`src/irqm_pkg.sv`:
```
package irqm_pkg;

  // ****************************************
  // Bus geometry
  // ****************************************
  localparam int unsigned ADDR_W = 12;
  localparam logic [1:0] RESP_OKAY = 2'b00;
  localparam logic [1:0] RESP_SLVERR = 2'b10;

  typedef struct packed {
    logic awvalid;
    logic [ADDR_W-1:0] awaddr;
    logic wvalid;
    logic [31:0] wdata;
    logic [3:0] wstrb;
    logic bready;
    logic arvalid;
    logic [ADDR_W-1:0] araddr;
    logic rready;
  } irqm_axil_req_t;

  typedef struct packed {
    logic awready;
    logic wready;
    logic bvalid;
    logic [1:0] bresp;
    logic arready;
    logic rvalid;
    logic [31:0] rdata;
    logic [1:0] rresp;
  } irqm_axil_rsp_t;

  // ****************************************
  // Source groups (also the fixed tie order)
  // ****************************************
  localparam int unsigned NGRP = 8;
  localparam int unsigned NEXT = 5;
  localparam logic [2:0] G_TMR = 3'h0;
  localparam logic [2:0] G_DMA0 = 3'h1;
  localparam logic [2:0] G_DMA1 = 3'h2;
  localparam logic [2:0] G_E0 = 3'h3;
  localparam logic [2:0] G_E1 = 3'h4;
  localparam logic [2:0] G_E2 = 3'h5;
  localparam logic [2:0] G_E3 = 3'h6;
  localparam logic [2:0] G_E4 = 3'h7;

  // ****************************************
  // Register indices (byte address = 4 x index)
  // ****************************************
  localparam logic [7:0] OFF_TIMER_IRQ_CONTROL = 8'h32;
  localparam logic [7:0] OFF_DMA_CHAN0_IRQ_CONTROL = 8'h34;
  localparam logic [7:0] OFF_DMA_CHAN1_IRQ_CONTROL = 8'h36;
  localparam logic [7:0] OFF_EXT_SOURCE0_CONTROL = 8'h38;
  localparam logic [7:0] OFF_EXT_SOURCE1_CONTROL = 8'h3a;
  localparam logic [7:0] OFF_EXT_SOURCE2_CONTROL = 8'h3c;
  localparam logic [7:0] OFF_EXT_SOURCE3_CONTROL = 8'h3e;
  localparam logic [7:0] OFF_EXT_SOURCE4_CONTROL = 8'h40;
  localparam logic [7:0] OFF_IRQ_MASK = 8'h28;
  localparam logic [7:0] OFF_IN_SERVICE = 8'h2c;
  localparam logic [7:0] OFF_IRQ_STATUS = 8'h26;
  localparam logic [7:0] CTRL_OFF [NGRP] = '{
    OFF_TIMER_IRQ_CONTROL, OFF_DMA_CHAN0_IRQ_CONTROL, OFF_DMA_CHAN1_IRQ_CONTROL,
    OFF_EXT_SOURCE0_CONTROL, OFF_EXT_SOURCE1_CONTROL, OFF_EXT_SOURCE2_CONTROL,
    OFF_EXT_SOURCE3_CONTROL, OFF_EXT_SOURCE4_CONTROL};

  // ****************************************
  // Control register fields and reset
  // ****************************************
  localparam int unsigned BIT_SPECIAL_NESTING_ENABLE = 6;
  localparam int unsigned BIT_CASC = 5;
  localparam int unsigned BIT_LTM = 4;
  localparam int unsigned BIT_MSK = 3;
  localparam int unsigned PRIO_W = 3;
  localparam logic [15:0] CTRL_RST = 16'h000f;
  localparam int unsigned STAT_PEND_BIT = 15;

  // ****************************************
  // Interrupt type codes
  // ****************************************
  localparam logic [7:0] TYPE_TMR0 = 8'h08;
  localparam logic [7:0] TYPE_TMR1 = 8'h12;
  localparam logic [7:0] TYPE_TMR2 = 8'h13;
  localparam logic [7:0] TYPE_DMA0 = 8'h0a;
  localparam logic [7:0] TYPE_DMA1 = 8'h0b;
  localparam logic [7:0] TYPE_E0 = 8'h0c;
  localparam logic [7:0] TYPE_E1 = 8'h0d;
  localparam logic [7:0] TYPE_E2 = 8'h0e;
  localparam logic [7:0] TYPE_E3 = 8'h0f;
  localparam logic [7:0] TYPE_E4 = 8'h10;
  localparam logic [7:0] GRP_TYPE [NGRP] = '{
    TYPE_TMR0, TYPE_DMA0, TYPE_DMA1, TYPE_E0, TYPE_E1, TYPE_E2, TYPE_E3, TYPE_E4};

endpackage

```
`src/irqm_pin_sync.sv`:
```
`timescale 1ns/100ps
// Two-flop synchroniser with rising-edge detect on the synchronised level
module irqm_pin_sync #(
  parameter int unsigned W = 5
) (
  input wire logic core_clk,
  input wire logic rst,
  input wire logic [W-1:0] pin,
  output logic [W-1:0] level,
  output logic [W-1:0] rise
);
  typedef struct packed {
    logic [W-1:0] meta;
    logic [W-1:0] sync;
    logic [W-1:0] prev;
  } irqm_sync_st_t;

  irqm_sync_st_t s_q;
  irqm_sync_st_t s_d;

  if (W < 1) begin : g_bad_w
    $error("irqm_pin_sync: W must be at least 1");
  end

  always_comb begin
    s_d = s_q;
    s_d.meta = pin;
    s_d.sync = s_q.meta;
    s_d.prev = s_q.sync;
  end

  always_ff @(posedge core_clk or posedge rst) begin
    if (rst) begin
      s_q <= '0;
    end else begin
      s_q <= s_d;
    end
  end

  assign level = s_q.sync;
  assign rise = s_q.sync & ~s_q.prev;
endmodule // irqm_pin_sync

```
`src/irqm_prio_arb.sv`:
```
`timescale 1ns/100ps
// Picks the requester with the smallest priority code; ties go to the lowest index
module irqm_prio_arb #(
  parameter int unsigned N = 8,
  parameter int unsigned PW = 3
) (
  input wire logic [N-1:0] req,
  input wire logic [N-1:0][PW-1:0] prio,
  output logic found,
  output logic [$clog2(N)-1:0] idx
);
  logic [PW-1:0] best;

  if (N < 2 || PW < 1) begin : g_bad_cfg
    $error("irqm_prio_arb: N must be at least 2 and PW at least 1");
  end

  always_comb begin
    found = 1'b0;
    idx = '0;
    best = '1;
    for (int i = 0; i < N; i++) begin
      // Strict compare keeps the earlier index on equal codes
      if (req[i] && (!found || prio[i] < best)) begin
        found = 1'b1;
        idx = i[$clog2(N)-1:0];
        best = prio[i];
      end
    end
  end
endmodule // irqm_prio_arb

```
`src/irqm_ctrl.sv`:
```
// The AXI4-Lite slave port was chosen for this implementation.
`timescale 1ns/100ps
// How it works
// - External sources zero and one deliver type codes 0ch and 0dh.
// - Cascade bit on source zero turns pin two into its acknowledge output.
// - Cascade bit on source one turns pin three into its acknowledge output.
// - External control registers reset to 000fh: masked, lowest priority, edge.
// - Bit 6 of sources zero and one enables special nesting; upper bits reserved.
// - Bit 5 of sources zero and one enables cascade operation.
// - Bit 4 of the external sources selects active-high level trigger; zero selects rising edge.
// - Bit 3 set masks the source; clear lets it interrupt.
// - Mask bit is one storage shared by control and mask registers.
// - Bits 2..0 give priority, 000 highest down to 111 lowest.
// - Sources two and three deliver type codes 0eh and 0fh.
// - Sources two and three have trigger, mask, priority only.
// - Source four delivers type 10h with trigger, mask, priority only.
// - Source four has no cascade acknowledge and no special nesting.
// - Timers use types 08h, 12h, 13h and share one control register.
// - DMA channels zero and one deliver types 0ah and 0bh.
// - Special nesting re-accepts its own pin while in service, still blocks lower.
module irqm_ctrl (
  input wire logic core_clk,
  input wire logic rst,
  input wire irqm_pkg::irqm_axil_req_t axil_req,
  output irqm_pkg::irqm_axil_rsp_t axil_rsp,
  input wire logic [2:0] timer_req,
  input wire logic [1:0] dma_req,
  input wire logic ext_request_zero,
  input wire logic ext_request_one,
  input wire logic ext_request_two_i,
  output logic ext_request_two_o,
  output logic ext_request_two_oe_n,
  input wire logic ext_request_three_i,
  output logic ext_request_three_o,
  output logic ext_request_three_oe_n,
  input wire logic ext_request_four,
  output logic irq_req,
  output logic [7:0] irq_type,
  input wire logic irq_ack
);
  // ****************************************
  // State
  // ****************************************
  typedef struct packed {
    logic aw_rdy;
    logic [irqm_pkg::ADDR_W-1:0] awaddr;
    logic w_rdy;
    logic [31:0] wdata;
    logic [3:0] wstrb;
    logic bvalid;
    logic [1:0] bresp;
    logic ar_rdy;
    logic rvalid;
    logic [31:0] rdata;
    logic [1:0] rresp;
    logic [irqm_pkg::NGRP-1:0] msk;
    logic [irqm_pkg::NGRP-1:0][irqm_pkg::PRIO_W-1:0] pr;
    logic [irqm_pkg::NEXT-1:0] level_trigger_select;
    logic [1:0] casc;
    logic [1:0] special_nesting_enable;
    logic [irqm_pkg::NEXT-1:0] ext_pend;
    logic [irqm_pkg::NGRP-1:0] insrv;
    logic irq;
    logic [2:0] win;
    logic [7:0] typ;
    logic [1:0] ack_o;
    logic [1:0] ack_oe_n;
  } irqm_ctrl_st_t;

  irqm_ctrl_st_t s_q;
  irqm_ctrl_st_t s_d;

  logic [irqm_pkg::NEXT-1:0] ext_lvl;
  logic [irqm_pkg::NEXT-1:0] ext_rise;
  logic [irqm_pkg::NEXT-1:0] ext_req;
  logic [irqm_pkg::NGRP-1:0] grp_req;
  logic [irqm_pkg::NGRP-1:0] elig;
  wire [irqm_pkg::NGRP-1:0] hi_block [irqm_pkg::NGRP];
  logic arb_found;
  logic [2:0] arb_idx;
  logic [7:0] tmr_type;

  // ****************************************
  // Request conditioning
  // ****************************************
  irqm_pin_sync #(
    .W(irqm_pkg::NEXT)
  ) u_sync (
    .core_clk(core_clk),
    .rst(rst),
    .pin({ext_request_four, ext_request_three_i, ext_request_two_i, ext_request_one,
          ext_request_zero}),
    .level(ext_lvl),
    .rise(ext_rise)
  );

  // Edge mode still wants the line high when taken, so a glitch cannot linger
  assign ext_req[0] = s_q.level_trigger_select[0] ? ext_lvl[0] : (s_q.ext_pend[0] & ext_lvl[0]);
  assign ext_req[1] = s_q.level_trigger_select[1] ? ext_lvl[1] : (s_q.ext_pend[1] & ext_lvl[1]);
  assign ext_req[2] = !s_q.casc[0] &&
                      (s_q.level_trigger_select[2] ? ext_lvl[2] : (s_q.ext_pend[2] & ext_lvl[2]));
  assign ext_req[3] = !s_q.casc[1] &&
                      (s_q.level_trigger_select[3] ? ext_lvl[3] : (s_q.ext_pend[3] & ext_lvl[3]));
  assign ext_req[4] = s_q.level_trigger_select[4] ? ext_lvl[4] : (s_q.ext_pend[4] & ext_lvl[4]);
  assign grp_req = {ext_req, dma_req, |timer_req};
  // Lowest-numbered timer first when several fire together
  assign tmr_type = timer_req[0] ? irqm_pkg::TYPE_TMR0 :
                    timer_req[1] ? irqm_pkg::TYPE_TMR1 : irqm_pkg::TYPE_TMR2;

  // ****************************************
  // Nesting and masking per group
  // ****************************************
  for (genvar g = 0; g < irqm_pkg::NGRP; g++) begin : g_grp
    for (genvar j = 0; j < irqm_pkg::NGRP; j++) begin : g_other
      // Any other in-service source of equal or better code holds this one off
      assign hi_block[g][j] = (j != g) && s_q.insrv[j] && (s_q.pr[j] <= s_q.pr[g]);
    end
    localparam bit HAS_SPECIAL_NESTING_ENABLE = (g == 3) || (g == 4);
    logic own_ok;
    if (HAS_SPECIAL_NESTING_ENABLE) begin : g_sf
      assign own_ok = !s_q.insrv[g] || s_q.special_nesting_enable[g-3];
    end else begin : g_nosf
      assign own_ok = !s_q.insrv[g];
    end
    assign elig[g] = grp_req[g] && !s_q.msk[g] && own_ok && !(|hi_block[g]);
  end

  irqm_prio_arb #(
    .N(irqm_pkg::NGRP),
    .PW(irqm_pkg::PRIO_W)
  ) u_arb (
    .req(elig),
    .prio(s_q.pr),
    .found(arb_found),
    .idx(arb_idx)
  );

  // ****************************************
  // Register views
  // ****************************************
  function automatic logic [15:0] grp_to_word(input logic [7:0] g);
    return {7'h00, g[7:1], 1'b0, g[0]};
  endfunction

  function automatic logic [7:0] word_to_grp(input logic [15:0] w);
    return {w[8:2], w[0]};
  endfunction

  // Returns {hit, data}; unused bits stay zero
  function automatic logic [16:0] rd_reg(input logic [irqm_pkg::ADDR_W-1:0] a);
    logic [16:0] r;
    r = '0;
    if (a[irqm_pkg::ADDR_W-1:10] == '0) begin
      for (int g = 0; g < irqm_pkg::NGRP; g++) begin
        if (a[9:2] == irqm_pkg::CTRL_OFF[g]) begin
          r[16] = 1'b1;
          r[irqm_pkg::BIT_MSK] = s_q.msk[g];
          r[2:0] = s_q.pr[g];
          if (g >= 3) begin
            r[irqm_pkg::BIT_LTM] = s_q.level_trigger_select[g-3];
          end
          if (g == 3 || g == 4) begin
            r[irqm_pkg::BIT_CASC] = s_q.casc[g-3];
            r[irqm_pkg::BIT_SPECIAL_NESTING_ENABLE] = s_q.special_nesting_enable[g-3];
          end
        end
      end
      unique case (a[9:2])
        irqm_pkg::OFF_IRQ_MASK: r = {1'b1, grp_to_word(s_q.msk)};
        irqm_pkg::OFF_IN_SERVICE: r = {1'b1, grp_to_word(s_q.insrv)};
        irqm_pkg::OFF_IRQ_STATUS: r = {1'b1, s_q.irq, 7'h00, s_q.typ};
        default: r = r;
      endcase
    end
    return r;
  endfunction

  // ****************************************
  // Next state
  // ****************************************
  logic [16:0] rd_w;
  logic [16:0] rd_a;
  logic [15:0] bmask;
  logic [15:0] wval;
  logic [2:0] ew;

  always_comb begin
    s_d = s_q;
    rd_w = rd_reg(s_q.awaddr);
    rd_a = rd_reg(axil_req.araddr);
    bmask = {{8{s_q.wstrb[1]}}, {8{s_q.wstrb[0]}}};
    wval = (rd_w[15:0] & ~bmask) | (s_q.wdata[15:0] & bmask);
    ew = 3'h0;
    if (axil_req.awvalid && s_q.aw_rdy) begin
      s_d.aw_rdy = 1'b0;
      s_d.awaddr = axil_req.awaddr;
    end
    if (axil_req.wvalid && s_q.w_rdy) begin
      s_d.w_rdy = 1'b0;
      s_d.wdata = axil_req.wdata;
      s_d.wstrb = axil_req.wstrb;
    end
    if (!s_q.aw_rdy && !s_q.w_rdy && !s_q.bvalid) begin
      s_d.bvalid = 1'b1;
      s_d.bresp = rd_w[16] ? irqm_pkg::RESP_OKAY : irqm_pkg::RESP_SLVERR;
      for (int g = 0; g < irqm_pkg::NGRP; g++) begin
        if (rd_w[16] && s_q.awaddr[9:2] == irqm_pkg::CTRL_OFF[g]) begin
          s_d.msk[g] = wval[irqm_pkg::BIT_MSK];
          s_d.pr[g] = wval[2:0];
          if (g >= 3) begin
            ew = 3'(g - 3);
            s_d.level_trigger_select[ew] = wval[irqm_pkg::BIT_LTM];
          end
          // Only sources zero and one keep cascade and nesting bits
          if (g == 3 || g == 4) begin
            s_d.casc[ew[0]] = wval[irqm_pkg::BIT_CASC];
            s_d.special_nesting_enable[ew[0]] = wval[irqm_pkg::BIT_SPECIAL_NESTING_ENABLE];
          end
        end
      end
      if (rd_w[16] && s_q.awaddr[9:2] == irqm_pkg::OFF_IRQ_MASK) begin
        s_d.msk = word_to_grp(wval);
      end
      if (rd_w[16] && s_q.awaddr[9:2] == irqm_pkg::OFF_IN_SERVICE) begin
        s_d.insrv = s_q.insrv & ~word_to_grp(s_q.wdata[15:0] & bmask);
      end
    end
    if (s_q.bvalid && axil_req.bready) begin
      s_d.bvalid = 1'b0;
      s_d.aw_rdy = 1'b1;
      s_d.w_rdy = 1'b1;
    end
    if (axil_req.arvalid && s_q.ar_rdy) begin
      s_d.ar_rdy = 1'b0;
      s_d.rvalid = 1'b1;
      s_d.rdata = {16'h0000, rd_a[15:0]};
      s_d.rresp = rd_a[16] ? irqm_pkg::RESP_OKAY : irqm_pkg::RESP_SLVERR;
    end
    if (s_q.rvalid && axil_req.rready) begin
      s_d.rvalid = 1'b0;
      s_d.ar_rdy = 1'b1;
    end

    // Acknowledge comes after the bus write so a hardware set beats a clear
    s_d.ack_o = 2'b11;
    if (irq_ack && s_q.irq) begin
      s_d.insrv[s_q.win] = 1'b1;
      if (s_q.win >= irqm_pkg::G_E0) begin
        s_d.ext_pend[s_q.win - irqm_pkg::G_E0] = 1'b0;
      end
      if (s_q.win == irqm_pkg::G_E0 && s_q.casc[0]) begin
        s_d.ack_o[0] = 1'b0;
      end
      if (s_q.win == irqm_pkg::G_E1 && s_q.casc[1]) begin
        s_d.ack_o[1] = 1'b0;
      end
    end
    s_d.ext_pend = s_d.ext_pend | ext_rise;
    s_d.ack_oe_n = ~s_d.casc;
    // Drop the request on acknowledge; nesting state settles a cycle later
    s_d.irq = arb_found && !irq_ack;
    s_d.win = arb_idx;
    s_d.typ = (arb_idx == irqm_pkg::G_TMR) ? tmr_type :
              irqm_pkg::GRP_TYPE[arb_idx];
  end

  always_ff @(posedge core_clk or posedge rst) begin
    if (rst) begin
      s_q <= '0;
      s_q.aw_rdy <= 1'b1;
      s_q.w_rdy <= 1'b1;
      s_q.ar_rdy <= 1'b1;
      s_q.msk <= {irqm_pkg::NGRP{irqm_pkg::CTRL_RST[irqm_pkg::BIT_MSK]}};
      s_q.pr <= {irqm_pkg::NGRP{irqm_pkg::CTRL_RST[2:0]}};
      s_q.ack_o <= 2'b11;
      s_q.ack_oe_n <= 2'b11;
    end else begin
      s_q <= s_d;
    end
  end

  // ****************************************
  // Outputs
  // ****************************************
  assign axil_rsp = '{awready: s_q.aw_rdy, wready: s_q.w_rdy, bvalid: s_q.bvalid,
                      bresp: s_q.bresp, arready: s_q.ar_rdy, rvalid: s_q.rvalid,
                      rdata: s_q.rdata, rresp: s_q.rresp};
  assign ext_request_two_o = s_q.ack_o[0];
  assign ext_request_two_oe_n = s_q.ack_oe_n[0];
  assign ext_request_three_o = s_q.ack_o[1];
  assign ext_request_three_oe_n = s_q.ack_oe_n[1];
  assign irq_req = s_q.irq;
  assign irq_type = s_q.typ;

  // ****************************************
  // Checks
  // ****************************************
  logic better;
  logic tie_lo;
  always_comb begin
    better = 1'b0;
    tie_lo = 1'b0;
    for (int j = 0; j < irqm_pkg::NGRP; j++) begin
      if (elig[j] && s_q.pr[j] < s_q.pr[arb_idx]) better = 1'b1;
      if (elig[j] && s_q.pr[j] == s_q.pr[arb_idx] && j < arb_idx) tie_lo = 1'b1;
    end
  end
endmodule // irqm_ctrl

```
`config.mk`:
```
export PLATFORM = sky130hd
export DESIGN_NAME = irqm_ctrl
export DESIGN_NICKNAME = d
export VERILOG_FILES = /design/src/irqm_pkg.sv /design/src/irqm_pin_sync.sv /design/src/irqm_prio_arb.sv /design/src/irqm_ctrl.sv
export SDC_FILE = /design/constraint.sdc
export NUM_CORES = 1
export LEC_CHECK = 0
export ABC_AREA = 0
export BUFFER_PORTS_ARGS = -buffer_cell sky130_fd_sc_hd__buf_4
export CORE_UTILIZATION = 64
export CTS_CLUSTER_SIZE = 16
export DETAILED_ROUTE_END_ITERATION = 10
export PLACE_DENSITY_LB_ADDON = 0.2
export SETUP_SLACK_MARGIN = 0.15
export SLEW_MARGIN = 30
export SYNTH_ARGS = -nofsm -noshare
export SYNTH_HDL_FRONTEND = slang
export SYNTH_HIERARCHICAL = 1
export SYNTH_SLANG_ARGS = --single-unit
export TNS_END_PERCENT = 10
```
`constraint.sdc`:
```
create_clock -name core_clk -period 21.1 [get_ports core_clk]
set_clock_uncertainty 0.05 [all_clocks]
set_input_delay 1.055 -clock core_clk [delete_from_list [all_inputs] [get_ports core_clk]]
set_output_delay 1.055 -clock core_clk [all_outputs]
set_load 0.05 [all_outputs]
```
==> results.cfg <==
[cts]
cts_tree = yes
cts_max_path_buffers = 2
cts_resized = 0
cts-hold-fix-buffers = 0
post_cts_buffers = 0
clk_pin_slew_worst_paths_ns = 0.06
clk_latency_ns = 0.42
h-tree-depth = 4
numClockSinks = 120
cts_inserted_buffers = 17
cts_root_buf = clkbuf_16

[floorplan]
die_h_um = 129
coreArea_um2 = 15800
rows = 46
die_x_um = 129
start_util = 0.651
boundaryPins = 132
dieArea_um2 = 16600

[drt]
wl_per_cell_um = 21.3
top_layer = met4
drt-initial-drc-count = 1036
drc = 0
wl_met1_um = 12000
met2_length_um = 13900
drt_wl_total_um = 30500
vias = 9376
drtAntennaViolNets = 0
wl_met3_um = 2560
drtPass1Iterations = 6
via_per_inst = 6.54

[placed_design]
place_ws_ns = 9.38
gp_congestion = 0.980
io_buffers = 75
dpl.hpwl_um = 21800

[run]
cap_violations = 0

[synth]
yosys_warnings = 6
synth.area.top_cells = dfrtp_1 20%, ha_1 12%, dfstp_2 9.9%
synth_top_area_share = 0.197
syn_avg_cell_area_um2 = 8.82
synth_seq_cells = 120
async_reset_ff_frac = 1.00
ys_types = 91
post-synth-top-count-cell = o21ai_0
yosysTopAreaCell = dfrtp_1
syn-cell-area_um2 = 10300
ys_seq_area_frac = 0.296
postSynthCellCount = 1169
synthTopCellsByCount = 117 x o21ai_0, 101 x nand2_1, 99 x ha_1
synth-edff-count = 0
synth_ff_type = dfrtp_1

[cells_and_area]
diodes = 0
nNetsFinal = 1382
area_delta_synth_final_pct = 10.0
drive_gt1_frac = 0.192

[sta]
setup_tns_ns = 0
rsz0062_at_grt = no
slew_headroom = 0.342
tightest_slew_ns = 0.987
finalCritPeriodShare = 0.552
min_period_ns = 11.65
layout_setup_ws_ns = 9.45
setup_viol = 0
finalHoldViolCount = 0
max_freq_ghz = 0.0858
slew_viol_final = 0

[worst_setup_path]
crit_type = flip-flop to flip-flop
crit_required_ns = 21.31
cp_data_arrival_time_ns = 11.86
cp-endpoint = irq_type[0]
cpPeakStageDelay_ns = 0.67
cpMostUsedCell = ha_1
r2r_start = s_q[41]
worstRegToRegCells = 49
reg2reg_setup_slack_ns = 9.45
r2r-end = irq_type[0]
end_kind = flip-flop
cpMaxStageDelayCell = dfstp_2
path_max_fanout = 9
cp-start-kind = flip-flop
crit_start = s_q[41]

[power]
combPwrFrac = 0.288
internal_power_w = 0.000584
power.density_nw_per_um2 = 80.2
pwr-share-clk = 0.348
p_sw_frac = 0.358
p_switching_w = 0.000326
ir_worst_vdd_uv = 106
p_leak_nw = 4.73
seqPwrFrac = 0.364

[grt]
overflow = 0
grt_pass1_vias = 8826
grt_usage = 0.376
antenna_found_initial = 0
grt_max_degree = 58
grt_pass1_wl_um = 47200

[run_status]
run_status = completed

[worst_hold_path]
hold_path_class = flip-flop to flip-flop
==> cell families after synthesis <==
group           share of synthesized area
other cells                      0.000364
fa+ha+maj                           0.120
mux                                0.0716
buf+inv                            0.0758
compound gates                      0.228
simple gates                        0.208
flops                               0.296
==> flip-flops by register name, summed over array words and instances (netlist names), named ones only <==
signal / count
ext_request_three_oe_n: 1
s_q: 74
ext_request_three_o: 1
irq_type: 5
u_sync/level: 5
axil_rsp: 17
irq_req: 1
ext_request_two_oe_n: 1
bmask: 2
u_sync/s_d: 5
ext_request_two_o: 1
u_sync/s_q: 5
==> worst max-delay path, delay by kind of cell, from the launching register on <==
family | cells | cell delay, ns
simple gates | 13 | 2.58
fa+ha+maj | 8 | 2.12
mux | 3 | 0.86
compound gates | 20 | 4.53
buf+inv | 5 | 0.64
flops | 1 | 0.67
==> metal layers <==
| layer | up-vias | track usage |
|---|---|---|
| li1 | 4295 | - |
| met1 | 4426 | 0.470 |
| met2 | 525 | 0.609 |
| met3 | 130 | 0.0561 |
| met4 | 0 | 0.244 |
| met5 | - | 0 |
==> power groups by stage <==
stage,combinational [W],sequential (W),clock [W]
2_1_floorplan,0.000231,0.000297,0
3_3_place_gp,0.000250,0.000329,0
3_5_place_dp,0.000255,0.000331,0
4_1_cts,0.000258,0.000328,0.000318
5_1_grt,0.000285,0.000335,0.000328
6_report,0.000262,0.000331,0.000317
==> placed cells by master, fill, tap and decap left out, types with 16 or more instances in the layout <==
cell type	synthesis	routed
mux2_2	37	37
clkbuf_16	0	17
a21oi_1	62	62
buf_4	56	79
o21a_1	37	37
inv_1	53	52
nor3_1	16	16
dfstp_2	39	39
nand2_1	101	101
ha_1	99	99
o21ai_0	117	117
mux2i_1	21	21
dfrtp_1	81	81
conb_1	1	27
nor2b_1	63	63
nand3_1	53	53
nand2b_1	39	39
nor2_1	53	53
==> per-stage QoR <==
stage | instances | power [W] | util | hold WS (ns) | area, um^2
floorplan | 1195 | 0.000529 | - | 0.281 | 10400
global placement | 1402 | 0.000579 | 0.675 | 0.284 | 10700
detailed placement | 1402 | 0.000586 | 0.675 | 0.290 | 10700
CTS | 1434 | 0.000904 | 0.717 | 0.303 | 11300
global route | 1434 | 0.000948 | 0.717 | 0.303 | 11300
finish | 1434 | 0.000910 | 0.717 | 0.300 | 11300
==> cell type report <==
cell class	instances	area [um^2]
timing repair buffer	79	593
fill	1244	4480
sequential	120	3050
inverter	53	201
tap	216	270
clock buffer	22	484
multi-input combinational	934	6580
clock inverter	10	165
==> worst min-delay path by stage <==
stage,cells past startpoint,endpoint,slack [ns],from
2_1_floorplan,0,u_sync/level[0],0.28,u_sync/s_d[5]
3_3_place_gp,0,u_sync/level[2],0.28,u_sync/s_d[7]
3_5_place_dp,0,u_sync/level[0],0.29,u_sync/s_d[5]
4_1_cts,0,u_sync/level[0],0.30,u_sync/s_d[5]
5_1_grt,0,u_sync/level[0],0.30,u_sync/s_d[5]
6_report,0,u_sync/level[0],0.30,u_sync/s_d[5]
Power figures use the tool's default switching activity.
